### config.mk
export PLATFORM = sky130hd
export DESIGN_NAME = port_mode_config_decode
export DESIGN_NICKNAME = d
export VERILOG_FILES = /design/src/port_mode_pkg.sv /design/src/port_mode_config_decode.sv /design/src/port_function_decode.sv
export SDC_FILE = /design/constraint.sdc
export NUM_CORES = 2
export LEC_CHECK = 0
export BUFFER_PORTS_ARGS = -buffer_cell sky130_fd_sc_hd__buf_2
export CAP_MARGIN = 10
export CORE_ASPECT_RATIO = 0.5
export CORE_UTILIZATION = 51
export DETAILED_ROUTE_END_ITERATION = 8
export PLACE_DENSITY = 0.7
export REMOVE_ABC_BUFFERS = 1
export SYNTH_ARGS = -nofsm -noshare
export SYNTH_HDL_FRONTEND = slang
export SYNTH_SLANG_ARGS = --single-unit
### constraint.sdc
create_clock -name core_clk_in -period 4.85 [get_ports core_clk_in]
set_clock_uncertainty 0.05 [all_clocks]
set_input_delay 0.97 -clock core_clk_in [delete_from_list [all_inputs] [get_ports core_clk_in]]
set_output_delay 0.97 -clock core_clk_in [all_outputs]
set_load 0.01 [all_outputs]
### src/port_mode_pkg.sv
// package: port configuration word layout, modes and result formatting constants
package port_mode_pkg;

  // port count and data widths
  localparam int NUM_PORTS       = 20;
  localparam int CFG_W           = 16;
  localparam int DATA_W          = 12;
  localparam int PORT_IDX_W      = 5;

  // configuration word field positions
  localparam int SEL_HI          = 15;
  localparam int SEL_LO          = 12;
  localparam int PARAM_HI        = 11;
  localparam int REF_SEL_BIT     = 11;
  localparam int INV_BIT         = 11;
  localparam int RANGE_HI        = 10;
  localparam int RANGE_LO        = 8;
  localparam int AVG_HI          = 7;
  localparam int AVG_LO          = 5;
  localparam int ASSOC_HI        = 4;
  localparam int ASSOC_LO        = 0;

  // reset values
  localparam logic [15:0] CFG_RESET   = 16'h0000;
  localparam logic [11:0] CODE_RESET  = 12'h000;
  localparam logic [11:0] RESULT_ZERO = 12'h000;

  // port functions, in select order 0..12
  typedef enum logic [3:0] {
    MODE_HIZ       = 4'h0,
    MODE_GPI       = 4'h1,
    MODE_BIDIR     = 4'h2,
    MODE_GPO       = 4'h3,
    MODE_PATH_OUT  = 4'h4,
    MODE_DAC_OUT   = 4'h5,
    MODE_DAC_MON   = 4'h6,
    MODE_ADC_SE    = 4'h7,
    MODE_ADC_DPOS  = 4'h8,
    MODE_ADC_DNEG  = 4'h9,
    MODE_ADC_PSEUD = 4'ha,
    MODE_SW_GPI    = 4'hb,
    MODE_SW_REG    = 4'hc
  } port_mode_t;

  // decoded per-port function and fields
  typedef struct packed {
    port_mode_t      mode;
    logic            invert_select;
    logic            adc_reference_select;
    logic [2:0]      range;
    logic [2:0]      average_count;
    logic [4:0]      assoc_port;
    logic            dac_enable;
    logic            adc_enable;
    logic            result_signed;
    logic            result_forced_zero;
  } port_decode_t;

endpackage : port_mode_pkg

### src/port_mode_config_decode.sv
// file: per-port configuration, converter code and result register bank
`timescale 1ns/1ps
module port_mode_config_decode
  import port_mode_pkg::*;
#(
  parameter int PORTS = NUM_PORTS  // number of ports
)(
  // clock and reset
  input  wire logic                   core_clk_in,
  input  wire logic                   rst_b_in,
  // register write port from the serial interface
  input  wire logic                   cfg_wr_in,
  input  wire logic                   code_wr_in,
  input  wire logic [PORT_IDX_W-1:0]  wr_port_in,
  input  wire logic [15:0]            wr_data_in,
  // register read port
  input  wire logic [PORT_IDX_W-1:0]  rd_port_in,
  output logic      [15:0]            cfg_rd_out,
  output logic      [15:0]            code_rd_out,
  output logic      [15:0]            result_rd_out,
  // output level register bits, one per port
  input  wire logic [PORTS-1:0]       output_level_bits_in,
  // converter side: raw conversion results and strobe
  input  wire logic                   conv_done_in,
  input  wire logic [PORT_IDX_W-1:0]  conv_port_in,
  input  wire logic [11:0]            conv_raw_in,
  // decoded per-port controls to the analog front end
  output logic [PORTS-1:0][3:0]       port_mode_out,
  output logic [PORTS-1:0][2:0]       port_range_out,
  output logic [PORTS-1:0][2:0]       port_avg_out,
  output logic [PORTS-1:0]            port_ref_sel_out,
  output logic [PORTS-1:0]            port_adc_en_out,
  output logic [PORTS-1:0]            port_dac_en_out,
  output logic [PORTS-1:0][11:0]      port_dac_code_out,
  output logic [PORTS-1:0]            port_gpo_level_out
);

  ////////////////////////////////////////////////////////////////////////////
  // state
  ////////////////////////////////////////////////////////////////////////////

  // whole register bank in one packed struct
  typedef struct packed {
    logic [PORTS-1:0][15:0] cfg;     // configuration words
    logic [PORTS-1:0][11:0] code;    // output converter codes
    logic [PORTS-1:0][11:0] result;  // stored conversion results
    logic [15:0]            cfg_rd;
    logic [15:0]            code_rd;
    logic [15:0]            result_rd;
  } bank_state_t;

  bank_state_t state_reg;   // registered state
  bank_state_t state_next;  // next state

  port_decode_t dec [PORTS];  // decoded function per port

  ////////////////////////////////////////////////////////////////////////////
  // per-port decoders
  ////////////////////////////////////////////////////////////////////////////

  // one decoder per port, fed by its stored word
  generate
    for (genvar p = 0; p < PORTS; p++) begin : g_dec
      port_function_decode u_dec (
        .cfg_word_in (state_reg.cfg[p]),
        .decode_out  (dec[p])
      );
    end
  endgenerate

  ////////////////////////////////////////////////////////////////////////////
  // next state
  ////////////////////////////////////////////////////////////////////////////

  // writes, result capture and read-back mux
  always_comb begin
    state_next = state_reg;
    // configuration write from host
    if (cfg_wr_in && (wr_port_in < PORT_IDX_W'(PORTS))) begin
      state_next.cfg[wr_port_in] = wr_data_in;
    end
    // output code write; upper nibble dropped
    if (code_wr_in && (wr_port_in < PORT_IDX_W'(PORTS))) begin
      state_next.code[wr_port_in] = wr_data_in[11:0];
    end
    // capture conversion result of an enabled converter port
    if (conv_done_in && (conv_port_in < PORT_IDX_W'(PORTS))) begin
      if (dec[conv_port_in].adc_enable) begin
        // raw is passed through: straight binary in 6/7, two's complement in 8
        state_next.result[conv_port_in] = conv_raw_in;
      end
    end
    // negative-input ports hold zero whatever happens
    for (int p = 0; p < PORTS; p++) begin
      if (dec[p].result_forced_zero) begin
        state_next.result[p] = RESULT_ZERO;
      end
    end
    // registered read-back, reserved bits zero
    state_next.cfg_rd    = '0;
    state_next.code_rd   = '0;
    state_next.result_rd = '0;
    if (rd_port_in < PORT_IDX_W'(PORTS)) begin
      state_next.cfg_rd    = state_reg.cfg[rd_port_in];
      state_next.code_rd   = {4'h0, state_reg.code[rd_port_in]};
      state_next.result_rd = {4'h0, state_reg.result[rd_port_in]};
    end
  end

  ////////////////////////////////////////////////////////////////////////////
  // registers
  ////////////////////////////////////////////////////////////////////////////

  // one flop bank, cleared to high impedance mode on reset
  always_ff @(posedge core_clk_in or negedge rst_b_in) begin
    if (!rst_b_in) begin
      state_reg <= '0;
    end else begin
      state_reg <= state_next;
    end
  end

  ////////////////////////////////////////////////////////////////////////////
  // outputs to the read port and the front end
  ////////////////////////////////////////////////////////////////////////////

  assign cfg_rd_out    = state_reg.cfg_rd;
  assign code_rd_out   = state_reg.code_rd;
  assign result_rd_out = state_reg.result_rd;

  // per-port controls derived from the decoded words, the stored codes and the level bits
  always_comb begin
    for (int p = 0; p < PORTS; p++) begin
      port_mode_out[p]      = dec[p].mode;
      port_range_out[p]     = dec[p].range;
      port_ref_sel_out[p]   = dec[p].adc_reference_select;
      port_adc_en_out[p]    = dec[p].adc_enable;
      port_dac_en_out[p]    = dec[p].dac_enable;
      // code is unsigned straight binary, passed unchanged
      port_dac_code_out[p]  = state_reg.code[p];
      // output level bit only acts in mode 3
      port_gpo_level_out[p] = (dec[p].mode == MODE_GPO) && output_level_bits_in[p];
      // mode 9 negative ports borrow the averaging count of the positive port naming them
      port_avg_out[p]       = dec[p].average_count;
      if (dec[p].mode == MODE_ADC_DNEG) begin
        port_avg_out[p] = '0;
        for (int q = 0; q < PORTS; q++) begin
          if ((dec[q].mode == MODE_ADC_DPOS) && (dec[q].assoc_port == PORT_IDX_W'(p))) begin
            port_avg_out[p] = dec[q].average_count;
          end
        end
      end
    end
  end

endmodule : port_mode_config_decode

### src/port_function_decode.sv
// file: one port's configuration word decoder
`timescale 1ns/1ps
module port_function_decode
  import port_mode_pkg::*;
(
  // configuration word in
  input  wire logic [15:0]  cfg_word_in,
  // decoded function out
  output port_decode_t      decode_out
);

  // combinational field split per mode; undefined fields forced to zero
  always_comb begin
    logic [3:0] sel;
    sel = cfg_word_in[SEL_HI:SEL_LO];
    decode_out = '0;
    // unused select codes fall back to high impedance
    if (sel > 4'hc) begin
      decode_out.mode = MODE_HIZ;
    end else begin
      decode_out.mode = port_mode_t'(sel);
    end
    unique case (decode_out.mode)
      MODE_PATH_OUT, MODE_SW_GPI: begin
        decode_out.invert_select = cfg_word_in[INV_BIT];
        decode_out.assoc_port    = cfg_word_in[ASSOC_HI:ASSOC_LO];
      end
      MODE_DAC_OUT: begin
        decode_out.range      = cfg_word_in[RANGE_HI:RANGE_LO];
        decode_out.dac_enable = 1'b1;
      end
      MODE_DAC_MON: begin
        decode_out.adc_reference_select = cfg_word_in[REF_SEL_BIT];
        decode_out.range                = cfg_word_in[RANGE_HI:RANGE_LO];
        decode_out.dac_enable           = 1'b1;
        decode_out.adc_enable           = 1'b1;
      end
      MODE_ADC_SE: begin
        decode_out.adc_reference_select = cfg_word_in[REF_SEL_BIT];
        decode_out.range                = cfg_word_in[RANGE_HI:RANGE_LO];
        decode_out.average_count        = cfg_word_in[AVG_HI:AVG_LO];
        decode_out.adc_enable           = 1'b1;
      end
      MODE_ADC_DPOS: begin
        decode_out.adc_reference_select = cfg_word_in[REF_SEL_BIT];
        decode_out.range                = cfg_word_in[RANGE_HI:RANGE_LO];
        decode_out.average_count        = cfg_word_in[AVG_HI:AVG_LO];
        decode_out.assoc_port           = cfg_word_in[ASSOC_HI:ASSOC_LO];
        decode_out.adc_enable           = 1'b1;
        decode_out.result_signed        = 1'b1;
      end
      MODE_ADC_DNEG, MODE_ADC_PSEUD: begin
        decode_out.adc_reference_select = cfg_word_in[REF_SEL_BIT];
        decode_out.range                = cfg_word_in[RANGE_HI:RANGE_LO];
        decode_out.dac_enable           = (decode_out.mode == MODE_ADC_PSEUD);
        decode_out.result_forced_zero   = 1'b1;
      end
      default: begin
        // modes 0..3 and 12 carry no parameter fields
        decode_out.dac_enable = (decode_out.mode == MODE_GPO);
      end
    endcase
  end

endmodule : port_function_decode

==> flow_summary.json, run 1 <==
{
  "tool.error": "[ERROR GRT-0232] Routing congestion too high. Check the congestion heatmap in the GUI.",
  "synth_edf_count": 0,
  "ys_seq_elements": 840,
  "failing_step": "5_1_grt",
  "dp.cells": 9234,
  "crit_endpoint": "port_avg_out[49]",
  "port_buffers": 627,
  "yosysTopAreaCellShare": 0.328,
  "worst-ep-kind": "primary output",
  "synth.area.top_cells": "dfrtp_1, mux2_2, mux4_2, mux2i_1, nor2_1",
  "synth_ff_type": "dfrtp_1",
  "synthArstFlopShare": 1.00,
  "synth-seq-area-share": 0.328,
  "cts_sinks": 840,
  "synth_cell_types": 105,
  "preCtsSetupSlack_ns": -0.170,
  "floorplan.rows": 91,
  "clock-root-buffer": "clkbuf_16",
  "dp_hpwl_um": 306000,
  "die_h_um": 253,
  "yosysWarningCount": 0,
  "cts_max_path_buffers": 3,
  "htree_levels": 3,
  "netlist_area_um2": 64000,
  "status": "aborted with a tool error",
  "fp.dieW_um": 503,
  "grt_max_degree": 93,
  "num_io_pins": 636,
  "grt_overflow_total": 107,
  "syn_inst": 6930,
  "gp_congestion": 1.17,
  "initial_core_util": 0.517,
  "synth_area_leader_cell": "dfrtp_1",
  "cts_buffers": 76,
  "antenna_found_initial": 94,
  "grt_usage": 0.740,
  "avgSynthCellArea_um2": 9.24
}
-- cells by family after synthesis --
| logic type | after synthesis | synth area share |
|---|---|---|
| buffers and inverters | 936 | 0.0756 |
| AO/OA/AOI/OAI | 1540 | 0.161 |
| AND/OR/NAND/NOR | 2451 | 0.201 |
| flip-flops | 840 | 0.328 |
| multiplexers | 1084 | 0.220 |
| other | 1 | 0.0000586 |
| XOR/XNOR | 18 | 0.00246 |
| adder cells (fa/ha/maj) | 60 | 0.0117 |
-- per-stage QoR --
step           hold slack [ns]  cell area (um2)
3_5_place_dp             0.457            71600
4_1_cts                  0.289            77100
2_1_floorplan            0.431            59700
3_3_place_gp             0.445            71600
-- synth_stat cells, types with 32 or more instances --
master	number
and3_1	70
mux2i_1	328
o221ai_1	46
nand3_1	249
buf_2	43
nand4_1	100
o22ai_1	102
a22oi_1	43
o211ai_1	88
nand2b_1	57
nor2b_1	83
mux4_2	204
nand2_1	408
o31ai_1	39
a211oi_1	86
mux2_2	551
nor3_1	201
and2_1	192
buf_4	291
o2111ai_1	39
nor4_1	57
nand3b_1	32
dfrtp_1	840
nor3b_1	33
a31oi_1	86
nor2_1	699
a221oi_1	42
inv_1	111
or3_1	39
buf_1	47
a21oi_1	332
and4_1	35
o21ai_0	292
ha_1	60
clkbuf_1	417
-- routing by layer --
layer | track usage | overflow
met1 | 0.801 | 6
met2 | 0.861 | 52
met3 | 0.623 | 6
met4 | 0.592 | 43
met5 | 0.383 | 0
-- repair_timing --
action | 4_1_cts
pin swaps | 97
hold buffers | 0
cloned | 2
setup endpoints to repair | 60
hold endpoints to repair | 0
resized for setup | 516
setup buffers | 79
==> run 2, diff against run 1 <==
Settings changed: CORE_ASPECT_RATIO 0.5 to unset, CORE_UTILIZATION 51 to 36, PLACE_DENSITY 0.7 to unset, PLACE_DENSITY_LB_ADDON set to 0.15.
==> run 2 against run 1 <==
  * The flow now finishes, with violations (design-rule violations, negative setup slack)
  * Synthesized area is the same
  * Synthesized cell count stayed put
==> flow_summary.json, run 2 <==
{
  "status": "finished with violations",
  "violations": "design-rule violations, negative setup slack",
  "reg2reg_to": "state_reg[48]",
  "arrival_ns": 4.02,
  "maxUsedRoutingLayer": "met5",
  "coreArea_um2": 176000,
  "port_buffers": 627,
  "htree_levels": 3,
  "worst_pin_slew_ns": 1.23,
  "final_max_slew_viol_count": 0,
  "hold_violations": 0,
  "dpl_cell_area_um2": 73100,
  "gp_congestion": 1.12,
  "end_kind": "primary output",
  "die_area_um2": 180000,
  "stdcell_area_um2": 84100,
  "final_antenna_net_count": 0,
  "met3_length_um": 41900,
  "cts_max_path_buffers": 3,
  "clk_pin_slew_ns": 0.07,
  "crit_type": "reg -> out",
  "yosysTopAreaCellShare": 0.328,
  "fin_crit_ns": 5.04,
  "grt_overflow_total": 0,
  "clk_latency_ns": 0.75,
  "synth_area_leader_cell": "dfrtp_1",
  "vias_per_cell": 6.55,
  "powerDensity_nw_per_um2": 358,
  "grt_pass1_wl_um": 557000,
  "synth.area.top_cells": "dfrtp_1, mux2_2, mux4_2, mux2i_1, nor2_1",
  "fillers": 17100,
  "grt_usage": 0.451,
  "stdcell_count": 10500,
  "setup_tns_ns": -1.44,
  "setup_viol": 26,
  "mostFrequentLayoutCell": "buf_4",
  "drt_iter0_drc": 8952,
  "routedWlPerCell_um": 40.4,
  "dp_hpwl_um": 337000,
  "synthArstFlopShare": 1.00,
  "cts_tree": "yes",
  "cap_violations": 0,
  "synth_commonest_cells": "dfrtp_1, nor2_1, mux2_2",
  "floorplan.rows": 154,
  "drc": 51,
  "first_global_vias": 62800,
  "drt_wl_total_um": 423000,
  "rr_startpoint": "state_reg[542]",
  "vias": 68600,
  "synth_cell_types": 105,
  "layout_common_cells": "buf_4, dfrtp_1, nor2_1",
  "fp.dieW_um": 424,
  "setup_ws_ns": -0.188,
  "clock-root-buffer": "clkbuf_16",
  "p_leak_nw": 36.6,
  "cts_sinks": 840,
  "largest_reg_flops": 560,
  "preCtsSetupSlack_ns": -0.620,
  "initial_core_util": 0.363,
  "crit_path_start_kind": "flip-flop",
  "num_io_pins": 636,
  "cts_buffers": 94,
  "antenna_found_initial": 52,
  "synth-seq-area-share": 0.328,
  "synth_edf_count": 0,
  "netlist_area_um2": 64000,
  "drt_pre_antenna_iters": 8,
  "r2r_cells": 13,
  "cp_max_fo": 9,
  "yosysMostFrequentCell": "dfrtp_1",
  "period_share": 1.04,
  "ys_seq_elements": 840,
  "syn_inst": 6930,
  "grt_max_degree": 106,
  "m1WireLength_um": 166000,
  "die_h_um": 424,
  "max-vdd-ir-drop_uv": 274,
  "final_core_util": 0.476,
  "worstHoldPathType": "in -> async",
  "crit_required_ns": 3.83,
  "fmax_mhz": 199,
  "hold_ws_ns": 0.237,
  "avgSynthCellArea_um2": 9.24,
  "yosysWarningCount": 0,
  "syn2layout_area_growth_pct": 31.3,
  "drive_above_1_share": 0.445,
  "met2_length_um": 180000,
  "reg2reg_slack_ns": 0.95,
  "slew_headroom": 0.181,
  "p_total_mw": 30.1,
  "rsz0062_at_grt": "yes",
  "synth_ff_type": "dfrtp_1",
  "dp.cells": 9988,
  "nets": 8155
}
==> run 2: cell counts after synthesis <==
No cell type changed its count.
==> run 2: cell type report <==
type | count | area (um2) | area share
timing repair buffer | 1814 | 13100 | 0.156
clock buffer | 141 | 2770 | 0.0329
tap | 2340 | 2930 | 0.0348
inverter | 114 | 435 | 0.00518
antenna | 22 | 55.1 | 0.000655
clock inverter | 29 | 427 | 0.00507
multi-input combinational | 5163 | 43300 | 0.515
sequential | 840 | 21100 | 0.251
==> run 2: worst max path at each step <==
stage | startpoint | to | slack (ns) | cells past startpoint
2_1_floorplan | state_reg[605] | port_avg_out[49] | 0.69 | 7
3_3_place_gp | state_reg[799] | port_avg_out[43] | -1.50 | 10
3_5_place_dp | state_reg[718] | port_avg_out[37] | -0.62 | 13
4_1_cts | state_reg[542] | port_avg_out[37] | -0.20 | 15
5_1_grt | state_reg[574] | port_avg_out[37] | -0.29 | 15
6_report | state_reg[686] | port_avg_out[37] | -0.19 | 14
==> run 2: repair_timing <==
action,CTS,global route
cloned,0,6
pin swaps,139,200
setup endpoints to repair,60,60
gates resized for setup,793,473
setup buffers,149,140
hold buffers,0,0
==> run 2: power by group <==
part | switching (mW) | total [mW] | internal (mW) | leakage (nW)
Combinational | 8.13 | 13.0 | 4.92 | 24.1
Sequential | 1.55 | 9.62 | 8.07 | 11.0
Clock | 3.16 | 7.45 | 4.30 | 1.56
Total | 12.8 | 30.1 | 17.3 | 36.6
==> run 2: per-layer routing <==
metal	vias to the layer above	global-route usage
met2	4560	0.669
met1	35000	0.586
li1	27900	-
met4	24	0.294
met5	-	0
met3	1118	0.104
==> run 2: kinds of logic after synthesis <==
kind of cell | after synthesis | share of synthesized area
compound gates | 1540 | 0.161
xor+xnor | 18 | 0.00246
fa+ha+maj | 60 | 0.0117
buf+inv | 936 | 0.0756
flops | 840 | 0.328
mux | 1084 | 0.220
other cells | 1 | 0.0000586
simple gates | 2451 | 0.201
==> run 2: critical path: stages, from the launching register on <==
cell	delay, ns
dfrtp_2	0.44
buf_4	0.16
ha_4	0.19
o21ba_2	0.30
nor3_1	0.08
buf_4	0.18
a211oi_2	0.15
o221ai_1	0.14
buf_4	0.17
nor4b_4	0.60
buf_4	0.27
nor3_4	0.06
o221ai_2	0.26
buf_4	0.16
buf_6	0.11
Power figures use the tool's default switching activity.
